## config.mk

```make
export PLATFORM = sky130hd
export DESIGN_NAME = ibfc_top
export DESIGN_NICKNAME = d
export VERILOG_FILES = /design/src/core/ibfc_pkg.sv /design/src/core/ibfc_ovr_if.sv /design/src/core/ibfc_ovr_track.sv /design/src/core/ibfc_top.sv
export SDC_FILE = /design/constraint.sdc
export NUM_CORES = 1
export LEC_CHECK = 0
export BUFFER_PORTS_ARGS = -buffer_cell sky130_fd_sc_hd__buf_2
export CAP_MARGIN = 20
export CORE_MARGIN = 4
export CORE_UTILIZATION = 54
export CTS_CLUSTER_SIZE = 10
export DETAILED_ROUTE_END_ITERATION = 8
export PLACE_DENSITY_LB_ADDON = 0.12
export SLEW_MARGIN = 10
export SYNTH_ARGS = -nofsm -noshare
export SYNTH_HDL_FRONTEND = slang
export SYNTH_SLANG_ARGS = --single-unit
```

## constraint.sdc

```tcl
create_clock -name i_clk -period 1.3 [get_ports i_clk]
set_input_delay 0.26 -clock i_clk [delete_from_list [all_inputs] [get_ports i_clk]]
set_output_delay 0.26 -clock i_clk [all_outputs]
set_load 0.1 [all_outputs]
```

## src/core/ibfc_pkg.sv

```systemverilog
package ibfc_pkg;
	// ---------------------------------------------------------------
	// widths and constants
	// ---------------------------------------------------------------
	localparam int IBFC_CNT_W = 4; // transfer counter width
	localparam logic [3:0] IBFC_CNT_ZERO = 4'h0; // counter empty value
	localparam logic [3:0] IBFC_CNT_ONE = 4'h1; // decrement step
	localparam logic [3:0] IBFC_CNT_TWO = 4'h2; // two transfers left
	localparam logic [3:0] IBFC_CNT_THREE = 4'h3; // three transfers left
	localparam logic [1:0] IBFC_OVR_ZERO = 2'h0; // overrun counter floor
	localparam logic [1:0] IBFC_OVR_MAX = 2'h3; // overrun counter ceiling
	localparam int IBFC_STAT_W = 8; // extended status width
	localparam int IBFC_STAT_MABORT = 7; // master abort bit of status
	localparam int IBFC_STAT_TABORT = 6; // target abort bit of status
	localparam logic [7:0] IBFC_RETRY_LIMIT = 8'hff; // retries before giving up
	localparam logic [7:0] IBFC_RETRY_ZERO = 8'h00; // retry counter reset
	localparam logic [7:0] IBFC_RETRY_ONE = 8'h01; // retry step
	// controller states
	typedef enum logic [2:0] {
		IBFC_QUIESCENT,
		IBFC_REQUEST,
		IBFC_INBOUND,
		IBFC_OUTBOUND,
		IBFC_FAULT,
		IBFC_EVALUATE
	} ibfc_state_t;
endpackage : ibfc_pkg

```

## src/core/ibfc_ovr_if.sv

```systemverilog
`timescale 1ns/1ns
`default_nettype none
// ---------------------------------------------------------------
// overrun tracker connection
// ---------------------------------------------------------------
interface ibfc_ovr_if;
	logic advance; // anticipated transfer
	logic transferred; // actual transfer
	logic rewind; // fifo rewind pulse
	logic [1:0] count; // overrun count
	modport ctrl (output advance, output transferred, output rewind, input count);
	modport trk (input advance, input transferred, input rewind, output count);
endinterface : ibfc_ovr_if
`default_nettype wire

```

## src/core/ibfc_ovr_track.sv

```systemverilog
`timescale 1ns/1ns
`default_nettype none
// ---------------------------------------------------------------
// two-bit saturating up/down overrun counter
// ---------------------------------------------------------------
module ibfc_ovr_track
	import ibfc_pkg::*;
(
	input wire logic i_clk,
	input wire logic i_rst,
	ibfc_ovr_if.trk ovr
);
	logic [1:0] count_reg; // current count
	logic [1:0] count_next; // next count
	logic [2:0] sum; // count plus anticipated transfer
	logic [2:0] dec; // decrements in this cycle
	// next value: one up, two down, saturating
	// the net change is taken before clamping, so a full count that sees
	// an advance and a transfer together keeps its value
	always_comb begin
		sum = {1'b0, count_reg} + {2'b00, ovr.advance};
		dec = {2'b00, ovr.transferred} + {2'b00, ovr.rewind};
		if (sum <= dec) begin
			count_next = IBFC_OVR_ZERO;
		end else if ((sum - dec) > {1'b0, IBFC_OVR_MAX}) begin
			count_next = IBFC_OVR_MAX;
		end else begin
			count_next = sum[1:0] - dec[1:0];
		end
	end
	// register
	always_ff @(posedge i_clk or posedge i_rst) begin
		if (i_rst) begin
			count_reg <= IBFC_OVR_ZERO;
		end else begin
			count_reg <= count_next;
		end
	end
	assign ovr.count = count_reg;
endmodule // ibfc_ovr_track
`default_nettype wire

```

## src/core/ibfc_top.sv

```systemverilog
// Functional notes
// - empty fifo write start is refused
// - full fifo read start is refused
// - almost empty finishes outbound transaction
// - almost full finishes inbound transaction
// - short transfers finish by counter only
// - refill or drain before next request
// - start never issued on empty/full
// - direction held; high means outbound
// - delayed data phase gives falling edge
// - abort flag cleared, loaded from status
// - re-request until zero, retry limit
// - 4-bit counter loads, decrements, done
// - counter untouched by fifo rewind
// - quiescent waits for start
// - request then branch on direction
// - stay in transfer until phase falls
// - abort goes fault, else evaluate
// - fault terminal until reset
// - evaluate rewinds, then idle or re-request
// - rewind undoes speculative reads; finish logic
// - fifo rewinds up to three reads
// - saturating overrun counter
// - rewind only in evaluate, nonzero count
`timescale 1ns/1ns
`default_nettype none
module ibfc_top
	import ibfc_pkg::*;
(
	input wire logic i_clk,
	input wire logic i_rst_n,
	input wire logic i_start,
	input wire logic i_direction,
	input wire logic [3:0] i_burst_count_load,
	input wire logic i_long_transfer,
	input wire logic i_fifo_totally_empty,
	input wire logic i_fifo_totally_full,
	input wire logic i_fifo_almost_empty,
	input wire logic i_fifo_almost_full,
	input wire logic i_address_phase_n,
	input wire logic i_data_phase_active,
	input wire logic i_data_transferred,
	input wire logic i_source_advance,
	input wire logic i_target_retry,
	input wire logic [7:0] i_extended_status_bus,
	output logic o_request,
	output logic o_finish_request,
	output logic o_fifo_rewind,
	output logic o_write_not_read,
	output logic o_ready,
	output logic o_done,
	output logic o_busy,
	output logic o_fault,
	output logic o_start_refused,
	output logic o_retry_exhausted
);
	// ---------------------------------------------------------------
	// reset release
	// ---------------------------------------------------------------
	logic rst_meta_reg; // first release stage
	logic rst_sync_reg; // second release stage
	logic rst; // internal active-high reset
	// two-flop release of the asynchronous reset
	always_ff @(posedge i_clk or negedge i_rst_n) begin
		if (!i_rst_n) begin
			rst_meta_reg <= 1'b0;
			rst_sync_reg <= 1'b0;
		end else begin
			rst_meta_reg <= 1'b1;
			rst_sync_reg <= rst_meta_reg;
		end
	end
	assign rst = !rst_sync_reg;

	// ---------------------------------------------------------------
	// declarations
	// ---------------------------------------------------------------
	ibfc_state_t state_reg, state_next; // controller state
	logic dir_reg, dir_next; // latched direction
	logic [3:0] xfer_reg, xfer_next; // transfer counter
	logic dphase_q_reg, dphase_q_next; // delayed data phase
	logic abort_reg, abort_next; // abort flag
	logic hold_fin_reg, hold_fin_next; // held finish request
	logic [7:0] retry_reg, retry_next; // retry count
	logic exhaust_reg, exhaust_next; // retry limit reached
	logic refused_reg, refused_next; // start refused pulse
	logic ready_reg; // ready to transfer
	logic req_reg, fin_reg, rew_reg; // registered outputs
	logic done_reg, busy_reg, fault_reg;
	logic data_fell; // end of transaction
	logic done; // counter is zero
	logic start_ok; // start accepted
	logic flag_fin; // almost flag termination
	logic cnt_fin; // counter termination
	logic assert_fin; // new finish request
	logic rewind; // rewind in evaluate
	ibfc_ovr_if ovr (); // overrun tracker link

	// counter equality, used in several places
	function automatic logic ibfc_cnt_is(input logic [3:0] cnt, input logic [3:0] val);
		ibfc_cnt_is = (cnt == val);
	endfunction

	// a request the fifo cannot serve: write when empty, read when full
	function automatic logic ibfc_fifo_blocked(input logic wr,
		input logic empty, input logic full);
		ibfc_fifo_blocked = wr ? empty : full;
	endfunction

	// ---------------------------------------------------------------
	// combinational terms
	// ---------------------------------------------------------------
	// falling edge of data phase
	assign data_fell = dphase_q_reg & !i_data_phase_active;
	assign done = ibfc_cnt_is(xfer_reg, IBFC_CNT_ZERO);
	// refuse start on empty write or full read
	assign start_ok = i_start &&
		!ibfc_fifo_blocked(i_direction, i_fifo_totally_empty, i_fifo_totally_full);
	// almost flags only matter for long transfers
	assign flag_fin = i_long_transfer &&
		((state_reg == IBFC_OUTBOUND && i_fifo_almost_empty) ||
		(state_reg == IBFC_INBOUND && i_fifo_almost_full));
	// counter-based finish, pipelined by remaining count
	assign cnt_fin = (ibfc_cnt_is(xfer_reg, IBFC_CNT_ONE) && state_reg == IBFC_REQUEST) ||
		(ibfc_cnt_is(xfer_reg, IBFC_CNT_TWO) && dphase_q_reg) ||
		(ibfc_cnt_is(xfer_reg, IBFC_CNT_THREE) && i_data_transferred);
	assign assert_fin = cnt_fin || flag_fin;
	assign rewind = (state_reg == IBFC_EVALUATE) && (ovr.count != IBFC_OVR_ZERO);
	// anticipated transfers only when fifo not empty
	assign ovr.advance = i_source_advance & !i_fifo_totally_empty;
	assign ovr.transferred = i_data_transferred;
	assign ovr.rewind = rewind;

	// ---------------------------------------------------------------
	// next state
	// ---------------------------------------------------------------
	// computes the state machine and its companion registers
	always_comb begin
		state_next = state_reg;
		dir_next = dir_reg;
		xfer_next = xfer_reg;
		retry_next = retry_reg;
		exhaust_next = exhaust_reg;
		refused_next = 1'b0;
		dphase_q_next = i_data_phase_active;
		abort_next = abort_reg;
		if (!i_address_phase_n) begin
			abort_next = 1'b0;
		end else if (i_data_phase_active) begin
			abort_next = i_extended_status_bus[IBFC_STAT_MABORT] |
				i_extended_status_bus[IBFC_STAT_TABORT];
		end
		// held finish until the transaction ends
		hold_fin_next = hold_fin_reg;
		// a falling phase clears before a fresh finish term
		if (data_fell) begin
			hold_fin_next = 1'b0;
		end else if (assert_fin) begin
			hold_fin_next = 1'b1;
		end
		if (i_data_transferred && !done) begin
			xfer_next = xfer_reg - IBFC_CNT_ONE;
		end
		// state transitions
		unique case (state_reg)
			IBFC_QUIESCENT: begin
				if (start_ok) begin
					state_next = IBFC_REQUEST;
					dir_next = i_direction;
					xfer_next = i_burst_count_load;
					retry_next = IBFC_RETRY_ZERO;
					exhaust_next = 1'b0;
				end else if (i_start) begin
					refused_next = 1'b1;
				end
			end
			IBFC_REQUEST: begin
				state_next = dir_reg ? IBFC_OUTBOUND : IBFC_INBOUND;
			end
			IBFC_INBOUND, IBFC_OUTBOUND: begin
				if (data_fell) begin
					state_next = abort_reg ? IBFC_FAULT : IBFC_EVALUATE;
				end
				if (i_target_retry && retry_reg != IBFC_RETRY_LIMIT) begin
					retry_next = retry_reg + IBFC_RETRY_ONE;
				end
			end
			IBFC_FAULT: begin
				state_next = IBFC_FAULT;
			end
			IBFC_EVALUATE: begin
				// re-request only when fifo allows it
				if (!rewind) begin
					if (done) begin
						state_next = IBFC_QUIESCENT;
					end else if (retry_reg == IBFC_RETRY_LIMIT) begin
						// too many target retries: give up
						exhaust_next = 1'b1;
						state_next = IBFC_QUIESCENT;
					end else if (!ibfc_fifo_blocked(dir_reg, i_fifo_totally_empty,
						i_fifo_totally_full)) begin
						state_next = IBFC_REQUEST;
					end
				end
			end
			// illegal codes fall back to quiescent
			default: begin
				state_next = IBFC_QUIESCENT;
			end
		endcase
	end

	// ---------------------------------------------------------------
	// registers
	// ---------------------------------------------------------------
	// asynchronous reset of state and counters
	always_ff @(posedge i_clk or posedge rst) begin
		if (rst) begin
			state_reg <= IBFC_QUIESCENT;
			dir_reg <= 1'b0;
			xfer_reg <= IBFC_CNT_ZERO;
			dphase_q_reg <= 1'b0;
			abort_reg <= 1'b0;
			hold_fin_reg <= 1'b0;
			retry_reg <= IBFC_RETRY_ZERO;
			exhaust_reg <= 1'b0;
			refused_reg <= 1'b0;
		end else begin
			state_reg <= state_next;
			dir_reg <= dir_next;
			xfer_reg <= xfer_next;
			dphase_q_reg <= dphase_q_next;
			abort_reg <= abort_next;
			hold_fin_reg <= hold_fin_next;
			retry_reg <= retry_next;
			exhaust_reg <= exhaust_next;
			refused_reg <= refused_next;
		end
	end

	// output flops, one cycle after their terms
	always_ff @(posedge i_clk or posedge rst) begin
		if (rst) begin
			ready_reg <= 1'b0;
			req_reg <= 1'b0;
			fin_reg <= 1'b0;
			rew_reg <= 1'b0;
			done_reg <= 1'b0;
			busy_reg <= 1'b0;
			fault_reg <= 1'b0;
		end else begin
			ready_reg <= 1'b1;
			req_reg <= (state_next == IBFC_REQUEST) && (state_reg != IBFC_REQUEST);
			fin_reg <= (assert_fin || hold_fin_next) && !data_fell;
			rew_reg <= rewind;
			done_reg <= done;
			busy_reg <= (state_next != IBFC_QUIESCENT);
			fault_reg <= (state_next == IBFC_FAULT);
		end
	end

	// ---------------------------------------------------------------
	// overrun tracker
	// ---------------------------------------------------------------
	ibfc_ovr_track u_ovr (
		.i_clk(i_clk),
		.i_rst(rst),
		.ovr(ovr)
	);

	// ---------------------------------------------------------------
	// outputs
	// ---------------------------------------------------------------
	// every output comes straight from a flop
	assign o_request = req_reg;
	assign o_finish_request = fin_reg;
	assign o_fifo_rewind = rew_reg;
	assign o_write_not_read = dir_reg;
	assign o_ready = ready_reg;
	assign o_done = done_reg;
	assign o_busy = busy_reg;
	assign o_fault = fault_reg;
	assign o_start_refused = refused_reg;
	assign o_retry_exhausted = exhaust_reg;
endmodule // ibfc_top
`default_nettype wire

```

==> impl_results.html, run 1 <==
<table>
<tr><th>Metric</th><th>Value</th></tr>
<tr><th colspan="2">Place</th></tr>
<tr><td>Count of port buffers added during placement</td><td>29</td></tr>
<tr><td>Post-placement worst setup slack</td><td>-0.704 ns</td></tr>
<tr><td>Post-detailed-placement half-perimeter wirelength</td><td>3.81 mm</td></tr>
<tr><td>Inst Count DP</td><td>281</td></tr>
<tr><td>Routability-driven placement congestion ratio</td><td>0.834</td></tr>
<tr><th colspan="2">CTS</th></tr>
<tr><td>Clock Tree Buf Depth</td><td>2</td></tr>
<tr><td>Clock sink count</td><td>32</td></tr>
<tr><td>Level count of the clock H-tree</td><td>2</td></tr>
<tr><td>TritonCTS Buffers</td><td>5</td></tr>
<tr><td>Clk Tree Root Cell</td><td>sky130_fd_sc_hd__clkbuf_4</td></tr>
<tr><th colspan="2">Synth</th></tr>
<tr><td>Synth area leader</td><td>sky130_fd_sc_hd__dfrtp_1</td></tr>
<tr><td>Number of standard cells after synthesis</td><td>162</td></tr>
<tr><td>Synthesized area divided by synthesized cell count</td><td>11.0 um2</td></tr>
<tr><td>Fraction of registers with async set or reset after synthesis</td><td>100%</td></tr>
<tr><td>Post-synth cell types</td><td>48</td></tr>
<tr><td>Sequential-to-total area share from yosys stat</td><td>44.9%</td></tr>
<tr><td>Share of the synthesized area in the top cell type</td><td>44.9%</td></tr>
<tr><td>Ranking of synthesized cells by area</td><td>sky130_fd_sc_hd__dfrtp_1 45%, sky130_fd_sc_hd__ha_1 6.3%, sky130_fd_sc_hd__a21oi_1 3.6%</td></tr>
<tr><td>Number of synthesized flops with an enable pin</td><td>0</td></tr>
<tr><td>Post-synthesis register bit count</td><td>32</td></tr>
<tr><td>Top flip-flop cell by instance count after synthesis</td><td>sky130_fd_sc_hd__dfrtp_1</td></tr>
<tr><td>Total of warnings raised by yosys</td><td>0</td></tr>
<tr><td>Cell area after technology mapping</td><td>0.00178 mm2</td></tr>
<tr><th colspan="2">GRT</th></tr>
<tr><td>Maximum number of pins on one net before global-route repair</td><td>15</td></tr>
<tr><th colspan="2">Floorplanning</th></tr>
<tr><td>IO Count</td><td>36</td></tr>
<tr><td>Die Span X</td><td>65.5 um</td></tr>
<tr><td>Floorplan die height</td><td>65.5 um</td></tr>
<tr><td>Starting utilization of the core area</td><td>57.5%</td></tr>
<tr><td>Number of placement rows</td><td>20</td></tr>
<tr><th colspan="2">Timing</th></tr>
<tr><td>End pin of the worst setup path after global-route repair</td><td>u_ovr.ovr.count[1]$_DFF_PN0_/D</td></tr>
<tr><td>Type of the worst endpoint after the last repair</td><td>sequential cell input</td></tr>
<tr><th colspan="2">Status</th></tr>
<tr><td>Run status</td><td>aborted with a tool error</td></tr>
<tr><td>Stage at which the flow ended</td><td>global routing (5_1_grt)</td></tr>
<tr><td>Tool error</td><td>[ERROR DPL-0038] Utilization greater than 100%, impossible to legalize</td></tr>
</table>
## synthesized netlist by cell type, types with 2 or more instances
cell type and instances:
sky130_fd_sc_hd__nand3b_1 2, sky130_fd_sc_hd__xnor2_1 2, sky130_fd_sc_hd__and3_1 2, sky130_fd_sc_hd__a21oi_1 13
sky130_fd_sc_hd__fa_1 2, sky130_fd_sc_hd__nand3_1 4, sky130_fd_sc_hd__ha_1 9, sky130_fd_sc_hd__nor3_1 3
sky130_fd_sc_hd__or3b_1 2, sky130_fd_sc_hd__or3_1 4, sky130_fd_sc_hd__inv_1 9, sky130_fd_sc_hd__nor2_1 9
sky130_fd_sc_hd__o211ai_1 4, sky130_fd_sc_hd__mux2i_1 3, sky130_fd_sc_hd__o21ai_0 8, sky130_fd_sc_hd__nand2_1 9
sky130_fd_sc_hd__mux2_2 3, sky130_fd_sc_hd__or4_1 3, sky130_fd_sc_hd__a31oi_1 2, sky130_fd_sc_hd__buf_6 2
sky130_fd_sc_hd__dfrtp_1 32, sky130_fd_sc_hd__a211oi_2 2, sky130_fd_sc_hd__o31ai_1 5, sky130_fd_sc_hd__nor2b_1 3
sky130_fd_sc_hd__buf_2 2
## metrics by stage
step	utilization [%]	cell area (um2)	hold WS, ns	setup TNS (ns)
after detailed placement	83.7	2600	0.0519	-7.09
after global placement	83.7	2600	0.0461	-5.30
after CTS	95.5	2960	0.118	-8.99
after floorplan	-	1920	-0.0356	-2.95
## kinds of logic after synthesis
family | count (synthesis) | share of synthesized area, %
xor+xnor | 3 | 1.47
flops | 32 | 44.9
simple gates | 54 | 20.1
buf+inv | 14 | 4.14
other cells | 1 | 0.210
mux | 6 | 3.58
fa+ha+maj | 11 | 8.56
compound gates | 41 | 17.0
## what timing repair did
item | in CTS
pin swaps | 24
setup endpoints to repair | 25
hold endpoints to repair | 2
cloned | 2
setup buffers | 11
gates resized for setup | 38
hold buffers | 1
==> inputs of run 2 (changes only) <==
- CORE_UTILIZATION: 54 -> 40
- CTS_CLUSTER_SIZE: 10 -> default
- PLACE_DENSITY_LB_ADDON: 0.12 -> 0.15
==> run 2 against run 1 <==
Synthesized cell count unchanged; the flow now finishes, with violations (negative setup slack); synthesized area is the same.
==> impl_results.html, run 2 <==
<table>
<tr><th>Metric</th><th>Value</th></tr>
<tr><th colspan="2">Drt</th></tr>
<tr><td>Total iterations of the first detailed-routing run</td><td>5</td></tr>
<tr><td>Wire length per cell after detailed routing</td><td>16.8 um</td></tr>
<tr><td>Wirelength, routed</td><td>5.26 mm</td></tr>
<tr><td>DRC</td><td>0</td></tr>
<tr><td>Total number of vias</td><td>1689</td></tr>
<tr><td>Remaining antenna violation count after routing</td><td>0</td></tr>
<tr><td>Number of vias per cell after detailed routing</td><td>5.40</td></tr>
<tr><td>1st-iter DRT viols</td><td>59</td></tr>
<tr><th colspan="2">Timing</th></tr>
<tr><td>Max Slew Vio Count</td><td>0</td></tr>
<tr><td>Fin worst setup slack</td><td>-0.586 ns</td></tr>
<tr><td>Final critical-path required period</td><td>1.89 ns</td></tr>
<tr><td>Final cycle utilization of the critical path</td><td>145%</td></tr>
<tr><td>Final Hold Vio Count</td><td>0</td></tr>
<tr><td>Top achievable clock speed</td><td>530 MHz</td></tr>
<tr><td>Setup skew after layout</td><td>0.00704 ns</td></tr>
<tr><td>RSZ-0062 raised after global routing</td><td>yes</td></tr>
<tr><td>Final-report setup violation count</td><td>25</td></tr>
<tr><th colspan="2">Synth</th></tr>
<tr><td>Top flip-flop cell by instance count after synthesis</td><td>sky130_fd_sc_hd__dfrtp_1</td></tr>
<tr><td>Number of standard cells after synthesis</td><td>162</td></tr>
<tr><td>Cell area after technology mapping</td><td>0.00178 mm2</td></tr>
<tr><td>Number of synthesized flops with an enable pin</td><td>0</td></tr>
<tr><td>Fraction of registers with async set or reset after synthesis</td><td>100%</td></tr>
<tr><td>Leading post-synthesis cells by instance count</td><td>32 x sky130_fd_sc_hd__dfrtp_1, 13 x sky130_fd_sc_hd__a21oi_1</td></tr>
<tr><td>Dominant cell by count in the synthesized netlist</td><td>sky130_fd_sc_hd__dfrtp_1</td></tr>
<tr><td>Sequential-to-total area share from yosys stat</td><td>44.9%</td></tr>
<tr><td>Total of warnings raised by yosys</td><td>0</td></tr>
<tr><td>Post-synthesis register bit count</td><td>32</td></tr>
<tr><td>Synth area leader</td><td>sky130_fd_sc_hd__dfrtp_1</td></tr>
<tr><td>Share of the synthesized area in the top cell type</td><td>44.9%</td></tr>
<tr><td>Post-synth cell types</td><td>48</td></tr>
<tr><td>Ranking of synthesized cells by area</td><td>sky130_fd_sc_hd__dfrtp_1 45%, sky130_fd_sc_hd__ha_1 6.3%, sky130_fd_sc_hd__a21oi_1 3.6%</td></tr>
<tr><td>Synthesized area divided by synthesized cell count</td><td>11.0 um2</td></tr>
<tr><th colspan="2">GRT</th></tr>
<tr><td>Final global-route overflow total</td><td>0</td></tr>
<tr><td>Total GRT Usage</td><td>19.9%</td></tr>
<tr><td>Via count of the first global-routing pass</td><td>1769</td></tr>
<tr><td>Antenna violations before repair</td><td>0</td></tr>
<tr><td>Met1 GRT Util</td><td>21.0%</td></tr>
<tr><td>Maximum number of pins on one net before global-route repair</td><td>30</td></tr>
<tr><td>GR Layer Usage met3</td><td>4.27%</td></tr>
<tr><td>First-pass GRT wire length</td><td>8.29 mm</td></tr>
<tr><td>Most Used Layer, Global Route</td><td>met2</td></tr>
<tr><td>Global routing met2 resource utilization</td><td>38.8%</td></tr>
<tr><th colspan="2">CTS</th></tr>
<tr><td>Clock slew seen by the registers of the worst setup and hold paths</td><td>0.07 ns</td></tr>
<tr><td>Level count of the clock H-tree</td><td>2</td></tr>
<tr><td>Clock Tree Buf Depth</td><td>2</td></tr>
<tr><td>TritonCTS Buffers</td><td>5</td></tr>
<tr><td>Clk Tree Root Cell</td><td>sky130_fd_sc_hd__clkbuf_8</td></tr>
<tr><td>TritonCTS clock tree</td><td>built</td></tr>
<tr><td>Clock sink count</td><td>32</td></tr>
<tr><td>Clock insertion delay at the later pin of the skew report</td><td>0.28 ns</td></tr>
<tr><th colspan="2">Place</th></tr>
<tr><td>Post-placement worst setup slack</td><td>-0.701 ns</td></tr>
<tr><td>Routability-driven placement congestion ratio</td><td>0.908</td></tr>
<tr><td>Post-detailed-placement half-perimeter wirelength</td><td>3.35 mm</td></tr>
<tr><td>Count of port buffers added during placement</td><td>29</td></tr>
<tr><th colspan="2">Status</th></tr>
<tr><td>Run status</td><td>complete, but fails checks</td></tr>
<tr><td>Failing checks</td><td>negative setup slack</td></tr>
<tr><th colspan="2">Power</th></tr>
<tr><td>PwrDens</td><td>2140 mW/mm2</td></tr>
<tr><td>IR drop worst, VDD</td><td>855 uV</td></tr>
<tr><td>Leakage dissipation</td><td>1.38 nW</td></tr>
<tr><td>PnR Total Power</td><td>6.57 mW</td></tr>
<tr><th colspan="2">Critical path</th></tr>
<tr><td>Crit end category</td><td>register</td></tr>
<tr><td>Crit Path Max Fanout</td><td>2</td></tr>
<tr><td>Capture instance of the worst register-to-register path</td><td>u_ovr.ovr.count[0]$_DFF_PN0_</td></tr>
<tr><td>Slowest stage cell, crit path</td><td>sky130_fd_sc_hd__fa_1</td></tr>
<tr><td>Delay of the slowest cell on the worst path</td><td>0.44 ns</td></tr>
<tr><td>Arrival time of data at the critical path endpoint</td><td>2.10 ns</td></tr>
<tr><td>R2R Setup Slk</td><td>-0.59 ns</td></tr>
<tr><td>Worst r2r path cells</td><td>7</td></tr>
<tr><td>Critical path launch point</td><td>state_reg[1]$_DFF_PN0_</td></tr>
<tr><td>Required time of the critical path</td><td>1.52 ns</td></tr>
<tr><td>Reg2Reg Launch Point</td><td>state_reg[1]$_DFF_PN0_</td></tr>
<tr><td>Crit start category</td><td>register</td></tr>
<tr><td>Cell breakdown of the critical path</td><td>nand3b_1 &gt; nor2_4 &gt; ha_4 &gt; fa_1 &gt; o31ai_2 &gt; nand2_1 &gt; a21oi_2</td></tr>
<tr><td>Worst Path Class, Setup</td><td>register to register</td></tr>
<tr><th colspan="2">Layout</th></tr>
<tr><td>Share of the core filled with cells in the final layout</td><td>71.1%</td></tr>
<tr><td>Number of antenna repair diodes</td><td>0</td></tr>
<tr><td>Number of nets in the final layout</td><td>297</td></tr>
<tr><td>Share of final-layout standard cells stronger than drive strength 1</td><td>59.8%</td></tr>
<tr><td>Area grow syn2layout</td><td>72.4%</td></tr>
<tr><td>Number of filler cells placed in the layout</td><td>322</td></tr>
<tr><td>Most frequent standard cell in the layout excluding fill and tap cells</td><td>sky130_fd_sc_hd__buf_4</td></tr>
<tr><td>Most frequent cells in the layout</td><td>45 x sky130_fd_sc_hd__buf_4, 30 x sky130_fd_sc_hd__dfrtp_1, 19 x sky130_fd_sc_hd__buf_2, 13 x sky130_fd_sc_hd__buf_6, 13 x sky130_fd_sc_hd__buf_12</td></tr>
<tr><td>Flip-flop count of the largest register after layout</td><td>8</td></tr>
<tr><th colspan="2">Floorplanning</th></tr>
<tr><td>Die Span X</td><td>74.8 um</td></tr>
<tr><td>Number of placement rows</td><td>24</td></tr>
<tr><td>Starting utilization of the core area</td><td>41.3%</td></tr>
<tr><td>IO Count</td><td>36</td></tr>
<tr><td>Die area</td><td>0.00559 mm2</td></tr>
<tr><td>Floorplan die height</td><td>74.8 um</td></tr>
<tr><td>Core region area</td><td>0.00432 mm2</td></tr>
<tr><th colspan="2">Job</th></tr>
<tr><td>Count of max-cap constraint violations</td><td>0</td></tr>
<tr><th colspan="2">Worst hold path</th></tr>
<tr><td>Worst min-delay path class</td><td>register to asynchronous set/reset pin</td></tr>
</table>
-- run 2: power by group --
part           switching, mW  internal [mW]
registers              0.245           1.29
logic                   2.09           2.10
clock network          0.368          0.483
total                   2.70           3.87
-- run 2: kinds of logic after synthesis --
logic type               share of synthesized area [%]
XOR/XNOR                                          1.47
AO/OA/AOI/OAI                                     17.0
flip-flops                                        44.9
buffers and inverters                             4.14
multiplexers                                      3.58
AND/OR/NAND/NOR                                   20.1
other                                            0.210
adder cells (fa/ha/maj)                           8.56
-- run 2: what timing repair did --
action / 4_1_cts / 5_1_grt
cloned: 2 / 0
gates resized for setup: 24 / 27
endpoints found under the hold margin: 2 / 0
buffers inserted: 11 / 10
setup endpoints to repair: 25 / 25
hold buffers: 1 / 0
pin swaps: 16 / 16
-- run 2: worst max-delay path by stage --
stage	to	slack, ns	cells past startpoint
6_report	u_ovr.ovr.count[0]$_DFF_PN0_	-0.59	7
5_1_grt	u_ovr.ovr.count[0]$_DFF_PN0_	-0.71	7
4_1_cts	u_ovr.ovr.count[0]$_DFF_PN0_	-0.57	7
3_5_place_dp	u_ovr.ovr.count[0]$_DFF_PN0_	-0.70	7
3_3_place_gp	u_ovr.ovr.count[0]$_DFF_PN0_	-0.51	7
2_1_floorplan	u_ovr.ovr.count[0]$_DFF_PN0_	-0.70	8
-- run 2: layout make-up --
cell class / count / area (um2) / area share, %
timing repair buffer: 94 / 907 / 29.5
clock buffer: 8 / 100 / 3.25
multi-input combinational: 118 / 1160 / 37.8
sequential: 32 / 806 / 26.2
inverter: 9 / 33.8 / 1.10
tap: 52 / 65.1 / 2.12
-- run 2: per-layer routing --
metal	wire length [um]	part of all wire, %	vias to the layer above
met1	1970	38	833
met5	0	0	-
met3	209	4.0	15
li1	-	-	796
met2	2950	56	45
met4	118	2.2	0
-- run 2: worst max-delay path: cells and delay by family (launching register included) --
kind            cells  cell delay (ns)
flops               1             0.38
simple gates        3             0.51
fa+ha+maj           2             0.58
compound gates      2             0.35
-- run 2: per-stage QoR --
| stage | instances | TNS [ns] | hold WS (ns) | cell area [um2] |
|---|---|---|---|---|
| after floorplan | 163 | -2.95 | -0.0356 | 1920 |
| after global placement | 286 | -5.43 | 0.0398 | 2610 |
| after detailed placement | 286 | -6.34 | 0.0411 | 2610 |
| after CTS | 306 | -6.20 | 0.0469 | 2940 |
| after global routing | 313 | -9.24 | 0.0507 | 3080 |
| final | 313 | -7.48 | 0.0450 | 3080 |
(Power assumes the default switching activity.)
==> inputs of run 3 (changes only) <==
- CORE_AREA: default -> 4 4 65 67
- CORE_MARGIN: 4 -> default
- CORE_UTILIZATION: 40 -> default
- DIE_AREA: default -> 0 0 69 71
==> run 3 against run 2 <==
The flow still finishes with violations (negative setup slack); largest power group unchanged; flip-flop and latch count unchanged; via count up 2.9%; wire length up 4.6%; first-iteration DRC count up 75%; clock power about the same; setup slack worse by 0.057 ns; global-route usage up 1.2 points; combinational power up 2%.
==> impl_results.html, run 3 (synthesized netlist as in run 2, its figures left out) <==
<table>
<tr><th>Metric</th><th>Value</th></tr>
<tr><th colspan="2">Status</th></tr>
<tr><td>Run status</td><td>complete, but fails checks</td></tr>
<tr><td>Failing checks</td><td>negative setup slack</td></tr>
<tr><th colspan="2">GRT</th></tr>
<tr><td>Total GRT Usage</td><td>21.1%</td></tr>
<tr><td>Antenna violations before repair</td><td>0</td></tr>
<tr><td>Via count of the first global-routing pass</td><td>1763</td></tr>
<tr><td>Final global-route overflow total</td><td>0</td></tr>
<tr><td>First-pass GRT wire length</td><td>8.27 mm</td></tr>
<tr><td>Maximum number of pins on one net before global-route repair</td><td>31</td></tr>
<tr><th colspan="2">Critical path</th></tr>
<tr><td>Worst Path Class, Setup</td><td>register to register</td></tr>
<tr><td>Number of stages on the worst setup path</td><td>7</td></tr>
<tr><td>Slowest stage cell, crit path</td><td>sky130_fd_sc_hd__fa_1</td></tr>
<tr><td>Family with the most delay on the worst path</td><td>adder cells</td></tr>
<tr><td>Delay of the slowest cell on the worst path</td><td>0.45 ns</td></tr>
<tr><td>Crit start category</td><td>register</td></tr>
<tr><td>Worst r2r path cells</td><td>7</td></tr>
<tr><td>Sum of buffers and inverters on the critical path</td><td>0</td></tr>
<tr><td>Required time of the critical path</td><td>1.52 ns</td></tr>
<tr><td>Crit Path Max Fanout</td><td>2</td></tr>
<tr><td>Cell breakdown of the critical path</td><td>nand3b_1 &gt; nor2_4 &gt; ha_4 &gt; fa_1 &gt; o31ai_2 &gt; nand2_1 &gt; a21oi_2</td></tr>
<tr><td>Arrival time of data at the critical path endpoint</td><td>2.16 ns</td></tr>
<tr><td>Crit end category</td><td>register</td></tr>
<tr><th colspan="2">Floorplanning</th></tr>
<tr><td>Core region area</td><td>0.00363 mm2</td></tr>
<tr><td>Number of placement rows</td><td>22</td></tr>
<tr><td>Starting utilization of the core area</td><td>49.1%</td></tr>
<tr><td>Die Span X</td><td>69 um</td></tr>
<tr><td>Floorplan die height</td><td>71 um</td></tr>
<tr><td>IO Count</td><td>36</td></tr>
<tr><td>Die area</td><td>0.00490 mm2</td></tr>
<tr><th colspan="2">Power</th></tr>
<tr><td>Proportion of power drawn by the clock network</td><td>12.8%</td></tr>
<tr><td>PwrDens</td><td>2190 mW/mm2</td></tr>
<tr><td>IR drop worst, VDD</td><td>1150 uV</td></tr>
<tr><td>Seq pwr share</td><td>22.9%</td></tr>
<tr><td>Internal portion of total power</td><td>3.85 mW</td></tr>
<tr><td>Leakage dissipation</td><td>1.36 nW</td></tr>
<tr><td>PnR Total Power</td><td>6.64 mW</td></tr>
<tr><td>Gate power share</td><td>64.3%</td></tr>
<tr><td>Power dissipated by switching net loads</td><td>2.79 mW</td></tr>
<tr><td>Share of total power consumed by net switching</td><td>42.0%</td></tr>
<tr><th colspan="2">Layout</th></tr>
<tr><td>Flip-flop count of the largest register after layout</td><td>8</td></tr>
<tr><td>Number of nets in the final layout</td><td>297</td></tr>
<tr><td>Number of antenna repair diodes</td><td>0</td></tr>
<tr><td>Most frequent standard cell in the layout excluding fill and tap cells</td><td>sky130_fd_sc_hd__buf_4</td></tr>
<tr><td>Share of final-layout standard cells stronger than drive strength 1</td><td>61.2%</td></tr>
<tr><td>Share of the core filled with cells in the final layout</td><td>83.4%</td></tr>
<tr><td>Area grow syn2layout</td><td>69.8%</td></tr>
<tr><td>Most frequent cells in the layout</td><td>49 x sky130_fd_sc_hd__buf_4, 30 x sky130_fd_sc_hd__dfrtp_1, 19 x sky130_fd_sc_hd__buf_2, 13 x sky130_fd_sc_hd__buf_6</td></tr>
<tr><th colspan="2">Drt</th></tr>
<tr><td>Number of vias per cell after detailed routing</td><td>5.64</td></tr>
<tr><td>Total iterations of the first detailed-routing run</td><td>4</td></tr>
<tr><td>DRC</td><td>0</td></tr>
<tr><td>Wirelength, routed</td><td>5.50 mm</td></tr>
<tr><td>1st-iter DRT viols</td><td>103</td></tr>
<tr><td>Wire length per cell after detailed routing</td><td>17.9 um</td></tr>
<tr><td>Remaining antenna violation count after routing</td><td>0</td></tr>
<tr><td>Total number of vias</td><td>1738</td></tr>
<tr><th colspan="2">Worst hold path</th></tr>
<tr><td>Worst min-delay path class</td><td>input pin to register</td></tr>
<tr><td>Number of instances on the worst hold path</td><td>3</td></tr>
<tr><th colspan="2">CTS</th></tr>
<tr><td>Level count of the clock H-tree</td><td>2</td></tr>
<tr><td>Clock insertion delay at the later pin of the skew report</td><td>0.28 ns</td></tr>
<tr><td>Clock Tree Buf Depth</td><td>2</td></tr>
<tr><td>Clock sink count</td><td>32</td></tr>
<tr><td>Clk Tree Root Cell</td><td>sky130_fd_sc_hd__clkbuf_8</td></tr>
<tr><td>TritonCTS clock tree</td><td>built</td></tr>
<tr><td>TritonCTS Buffers</td><td>5</td></tr>
<tr><td>Clock slew seen by the registers of the worst setup and hold paths</td><td>0.07 ns</td></tr>
<tr><th colspan="2">Place</th></tr>
<tr><td>Routability-driven placement congestion ratio</td><td>0.856</td></tr>
<tr><td>Post-placement worst setup slack</td><td>-0.575 ns</td></tr>
<tr><td>Count of port buffers added during placement</td><td>29</td></tr>
<tr><td>Post-detailed-placement half-perimeter wirelength</td><td>3.28 mm</td></tr>
<tr><th colspan="2">Timing</th></tr>
<tr><td>Top achievable clock speed</td><td>514 MHz</td></tr>
<tr><td>Fin worst setup slack</td><td>-0.644 ns</td></tr>
<tr><td>RSZ-0062 raised after global routing</td><td>yes</td></tr>
<tr><td>Setup skew after layout</td><td>0.00696 ns</td></tr>
<tr><td>Setup_tns</td><td>-7.53 ns</td></tr>
<tr><td>Final-report setup violation count</td><td>25</td></tr>
<tr><td>Final Hold Vio Count</td><td>0</td></tr>
<tr><td>Final cycle utilization of the critical path</td><td>150%</td></tr>
<tr><td>Max Slew Vio Count</td><td>0</td></tr>
<tr><td>Final critical-path required period</td><td>1.94 ns</td></tr>
<tr><td>Hold WS</td><td>0.200 ns</td></tr>
<tr><th colspan="2">Job</th></tr>
<tr><td>Count of max-cap constraint violations</td><td>0</td></tr>
</table>
run 3: repair_timing:
action	CTS	global route
resized for setup	19	31
pin swaps	16	16
endpoints found under the setup margin	25	24
gates cloned	1	1
hold endpoints to repair	2	0
setup buffers	7	16
hold buffers	1	0
run 3: per-layer routing:
layer / vias up / track usage (%) / wire [um]
li1: 785 / - / -
met1: 866 / 25.4 / 2200
met3: 19 / 5.26 / 312
met4: 0 / 6.72 / 168
met5: - / 0 / 0
met2: 68 / 37.1 / 2820
run 3: path summary, 6_finish.rpt:
kind	from	end	slack (ns)
min in group asynchronous	rst_sync_reg$_DFF_PN0_	u_ovr.ovr.count[0]$_DFF_PN0_	0.25
worst max register to register	state_reg[1]$_DFF_PN0_	u_ovr.ovr.count[0]$_DFF_PN0_	-0.64
worst min register to register	rst_sync_reg$_DFF_PN0_	u_ovr.ovr.count[0]$_DFF_PN0_	0.25
worst min-delay path	i_burst_count_load[0]	xfer_reg[0]$_DFF_PN0_	0.20
max in group asynchronous	rst_sync_reg$_DFF_PN0_	retry_reg[0]$_DFFE_PN0P_	0.73
worst max-delay path	state_reg[1]$_DFF_PN0_	u_ovr.ovr.count[0]$_DFF_PN0_	-0.64
run 3: area by class of cell:
class | instances | area, um2
Tap cell | 48 | 60.1
Sequential cell | 32 | 806
Multi-Input combinational cell | 118 | 1170
Fill cell | 193 | 603
Clock buffer | 7 | 96.3
Inverter | 9 | 33.8
Timing Repair Buffer | 94 | 860
run 3: power groups by stage:
stage	Combinational, mW	Clock [mW]	Sequential, mW
global route	4.52	0.915	1.55
CTS	3.70	0.849	1.51
detailed placement	3.32	0	1.52
global placement	3.19	0	1.50
floorplan	1.48	0	2.10
finish	4.27	0.848	1.52
run 3: stage by stage:
stage          cells  cell area (um2)
2_1_floorplan    163             1920
3_3_place_gp     278             2550
3_5_place_dp     278             2550
4_1_cts          293             2790
5_1_grt          308             3030
6_report         308             3030
run 3: worst register-to-register path, delay by kind of cell (launching register included):
family | cells | cell delay [ns]
compound gates | 2 | 0.32
fa+ha+maj | 2 | 0.60
flops | 1 | 0.39
simple gates | 3 | 0.56
==> inputs of run 4 (changes only) <==
- clock period: 1.3 -> 2.45 ns (I/O delays scaled with it)
==> run 4 against run 3 <==
The run now ends clean; sequential share of layout area is 11 points higher; utilization is 25 points lower; global-route usage shrank 4.9 points; clock-buffer cell count unchanged; clock power fell by 49%; maximum frequency is 8.3% lower; critical endpoint unchanged; wire length fell by 33%; via count shrank 20%; first-iteration DRC count is 42% lower.
==> impl_results.html, run 4 (synthesized netlist as in run 2, its figures left out) <==
<table>
<tr><th>Metric</th><th>Value</th></tr>
<tr><th colspan="2">Status</th></tr>
<tr><td>Run status</td><td>completed</td></tr>
<tr><th colspan="2">GRT</th></tr>
<tr><td>Maximum number of pins on one net before global-route repair</td><td>30</td></tr>
<tr><td>Via count of the first global-routing pass</td><td>1435</td></tr>
<tr><td>First-pass GRT wire length</td><td>6.42 mm</td></tr>
<tr><td>Total GRT Usage</td><td>16.2%</td></tr>
<tr><td>Antenna violations before repair</td><td>0</td></tr>
<tr><td>Final global-route overflow total</td><td>0</td></tr>
<tr><th colspan="2">Drt</th></tr>
<tr><td>Wire length per cell after detailed routing</td><td>14.9 um</td></tr>
<tr><td>Total number of vias</td><td>1387</td></tr>
<tr><td>Total iterations of the first detailed-routing run</td><td>4</td></tr>
<tr><td>1st-iter DRT viols</td><td>60</td></tr>
<tr><td>Number of vias per cell after detailed routing</td><td>5.57</td></tr>
<tr><td>Wirelength, routed</td><td>3.70 mm</td></tr>
<tr><td>Remaining antenna violation count after routing</td><td>0</td></tr>
<tr><td>DRC</td><td>0</td></tr>
<tr><th colspan="2">Power</th></tr>
<tr><td>IR drop worst, VDD</td><td>579 uV</td></tr>
<tr><td>PwrDens</td><td>1160 mW/mm2</td></tr>
<tr><td>Leakage dissipation</td><td>0.985 nW</td></tr>
<tr><th colspan="2">Layout</th></tr>
<tr><td>Number of filler cells placed in the layout</td><td>339</td></tr>
<tr><td>Area grow syn2layout</td><td>18.0%</td></tr>
<tr><td>Number of antenna repair diodes</td><td>0</td></tr>
<tr><td>Most frequent cells in the layout</td><td>32 x sky130_fd_sc_hd__dfrtp_1, 29 x sky130_fd_sc_hd__buf_2, 13 x sky130_fd_sc_hd__a21oi_1</td></tr>
<tr><td>Final non-filler cell total</td><td>249</td></tr>
<tr><td>Area of all placed cells without fillers</td><td>0.00210 mm2</td></tr>
<tr><td>Number of nets in the final layout</td><td>238</td></tr>
<tr><td>Flip-flop count of the largest register after layout</td><td>8</td></tr>
<tr><td>Share of the core filled with cells in the final layout</td><td>57.9%</td></tr>
<tr><td>Most frequent standard cell in the layout excluding fill and tap cells</td><td>sky130_fd_sc_hd__dfrtp_1</td></tr>
<tr><td>Share of final-layout standard cells stronger than drive strength 1</td><td>27.9%</td></tr>
<tr><th colspan="2">Place</th></tr>
<tr><td>Routability-driven placement congestion ratio</td><td>0.810</td></tr>
<tr><td>Inst Count DP</td><td>241</td></tr>
<tr><td>Cell Area, Placed</td><td>0.00200 mm2</td></tr>
<tr><td>Count of port buffers added during placement</td><td>29</td></tr>
<tr><td>Post-detailed-placement half-perimeter wirelength</td><td>2.85 mm</td></tr>
<tr><th colspan="2">CTS</th></tr>
<tr><td>Clock slew seen by the registers of the worst setup and hold paths</td><td>0.07 ns</td></tr>
<tr><td>Clock insertion delay at the later pin of the skew report</td><td>0.28 ns</td></tr>
<tr><td>TritonCTS clock tree</td><td>built</td></tr>
<tr><td>TritonCTS Buffers</td><td>5</td></tr>
<tr><td>Clock sink count</td><td>32</td></tr>
<tr><td>Clock Tree Buf Depth</td><td>2</td></tr>
<tr><td>Post-CTS setup buffer count</td><td>0</td></tr>
<tr><td>Clk Tree Root Cell</td><td>sky130_fd_sc_hd__clkbuf_8</td></tr>
<tr><td>Level count of the clock H-tree</td><td>2</td></tr>
<tr><th colspan="2">Floorplanning</th></tr>
<tr><td>Die Span X</td><td>69 um</td></tr>
<tr><td>IO Count</td><td>36</td></tr>
<tr><td>Core region area</td><td>0.00363 mm2</td></tr>
<tr><td>Die area</td><td>0.00490 mm2</td></tr>
<tr><td>Number of placement rows</td><td>22</td></tr>
<tr><td>Floorplan die height</td><td>71 um</td></tr>
<tr><td>Starting utilization of the core area</td><td>49.1%</td></tr>
<tr><th colspan="2">Critical path</th></tr>
<tr><td>Worst Path Class, Setup</td><td>register to register</td></tr>
<tr><td>Delay of the slowest cell on the worst path</td><td>0.47 ns</td></tr>
<tr><td>Slowest stage cell, crit path</td><td>sky130_fd_sc_hd__fa_1</td></tr>
<tr><td>Crit end category</td><td>register</td></tr>
<tr><td>Worst r2r path cells</td><td>7</td></tr>
<tr><td>Crit start category</td><td>register</td></tr>
<tr><td>Arrival time of data at the critical path endpoint</td><td>2.33 ns</td></tr>
<tr><td>Cell breakdown of the critical path</td><td>nand3b_1 &gt; nor2_1 &gt; ha_1 &gt; fa_1 &gt; o31ai_1 &gt; nand2_1 &gt; a21oi_1</td></tr>
<tr><td>Sum of buffers and inverters on the critical path</td><td>0</td></tr>
<tr><td>Reg2Reg Launch Point</td><td>state_reg[1]$_DFF_PN0_</td></tr>
<tr><td>Required time of the critical path</td><td>2.65 ns</td></tr>
<tr><td>Crit Path Max Fanout</td><td>3</td></tr>
<tr><td>Family with the most delay on the worst path</td><td>adder cells</td></tr>
<tr><td>R2R Setup Slk</td><td>0.33 ns</td></tr>
<tr><td>Capture instance of the worst register-to-register path</td><td>u_ovr.ovr.count[0]$_DFF_PN0_</td></tr>
<tr><th colspan="2">Timing</th></tr>
<tr><td>Final cycle utilization of the critical path</td><td>86.5%</td></tr>
<tr><td>Final Hold Vio Count</td><td>0</td></tr>
<tr><td>Hold WS</td><td>0.0169 ns</td></tr>
<tr><td>Max Slew Vio Count</td><td>0</td></tr>
<tr><td>RSZ-0062 raised after global routing</td><td>no</td></tr>
<tr><td>Final critical-path required period</td><td>2.12 ns</td></tr>
<tr><td>Setup_tns</td><td>0 ns</td></tr>
<tr><td>Final-report setup violation count</td><td>0</td></tr>
<tr><td>Setup skew after layout</td><td>0.00962 ns</td></tr>
<tr><td>Top achievable clock speed</td><td>472 MHz</td></tr>
<tr><th colspan="2">Worst hold path</th></tr>
<tr><td>Worst min-delay path class</td><td>register to asynchronous set/reset pin</td></tr>
<tr><th colspan="2">Job</th></tr>
<tr><td>Count of max-cap constraint violations</td><td>0</td></tr>
</table>
## run 4: cell count changes in the layout (fill, tap and decap cells not counted), moves of 5 or more
cell | previous run | this run
sky130_fd_sc_hd__buf_4 | 49 | 6
sky130_fd_sc_hd__buf_12 | 10 | 0
sky130_fd_sc_hd__a21oi_1 | 3 | 13
sky130_fd_sc_hd__o21ai_1 | 5 | 0
sky130_fd_sc_hd__o21ai_0 | 2 | 8
sky130_fd_sc_hd__buf_2 | 19 | 29
sky130_fd_sc_hd__buf_6 | 13 | 0
sky130_fd_sc_hd__a21oi_2 | 10 | 0
sky130_fd_sc_hd__ha_1 | 4 | 9
## run 4: layout make-up
class	instances	area (um2)	area share, %
Clock buffer	7	96.3	4.58
Inverter	9	33.8	1.61
Multi-Input combinational cell	117	913	43.4
Tap cell	48	60.1	2.85
Timing Repair Buffer	36	200	9.51
Sequential cell	32	801	38.0
## run 4: repair_timing
item	in CTS	in global routing
hold endpoints to repair	2	0
hold buffers	1	0
resized for setup	0	0
endpoints found under the setup margin	0	0
## run 4: per-stage QoR
stage          power (mW)  worst slack, ns
2_1_floorplan        1.77            0.283
3_3_place_gp         1.96            0.395
3_5_place_dp         2.03            0.313
4_1_cts              2.47            0.303
5_1_grt              2.61            0.205
6_report             2.44            0.330
## run 4: worst max path at each step
| stage | startpoint | to | slack [ns] | depth (start not counted) |
|---|---|---|---|---|
| final | state_reg[1]$_DFF_PN0_ | u_ovr.ovr.count[0]$_DFF_PN0_ | 0.33 | 7 |
| after global routing | state_reg[1]$_DFF_PN0_ | u_ovr.ovr.count[0]$_DFF_PN0_ | 0.21 | 7 |
| after CTS | state_reg[1]$_DFF_PN0_ | u_ovr.ovr.count[0]$_DFF_PN0_ | 0.30 | 7 |
| after detailed placement | i_source_advance | u_ovr.ovr.count[0]$_DFF_PN0_ | 0.31 | 8 |
| after global placement | i_source_advance | u_ovr.ovr.count[0]$_DFF_PN0_ | 0.40 | 8 |
| after floorplan | state_reg[1]$_DFF_PN0_ | u_ovr.ovr.count[0]$_DFF_PN0_ | 0.28 | 8 |
## run 4: where the power goes
| part | internal [mW] | leakage [nW] | switching (mW) | total (mW) |
|---|---|---|---|---|
| sequential | 0.678 | 0.406 | 0.114 | 0.792 |
| combinational | 0.424 | 0.528 | 0.794 | 1.22 |
| clock | 0.250 | 0.0503 | 0.184 | 0.434 |
## run 4: per-layer routing
layer	GRT usage, %	vias to the layer above	wire length [um]
met5	0	-	0
met4	5.64	0	53
met3	3.69	5	163
met2	29.0	29	1910
met1	19.0	688	1580
li1	-	665	-
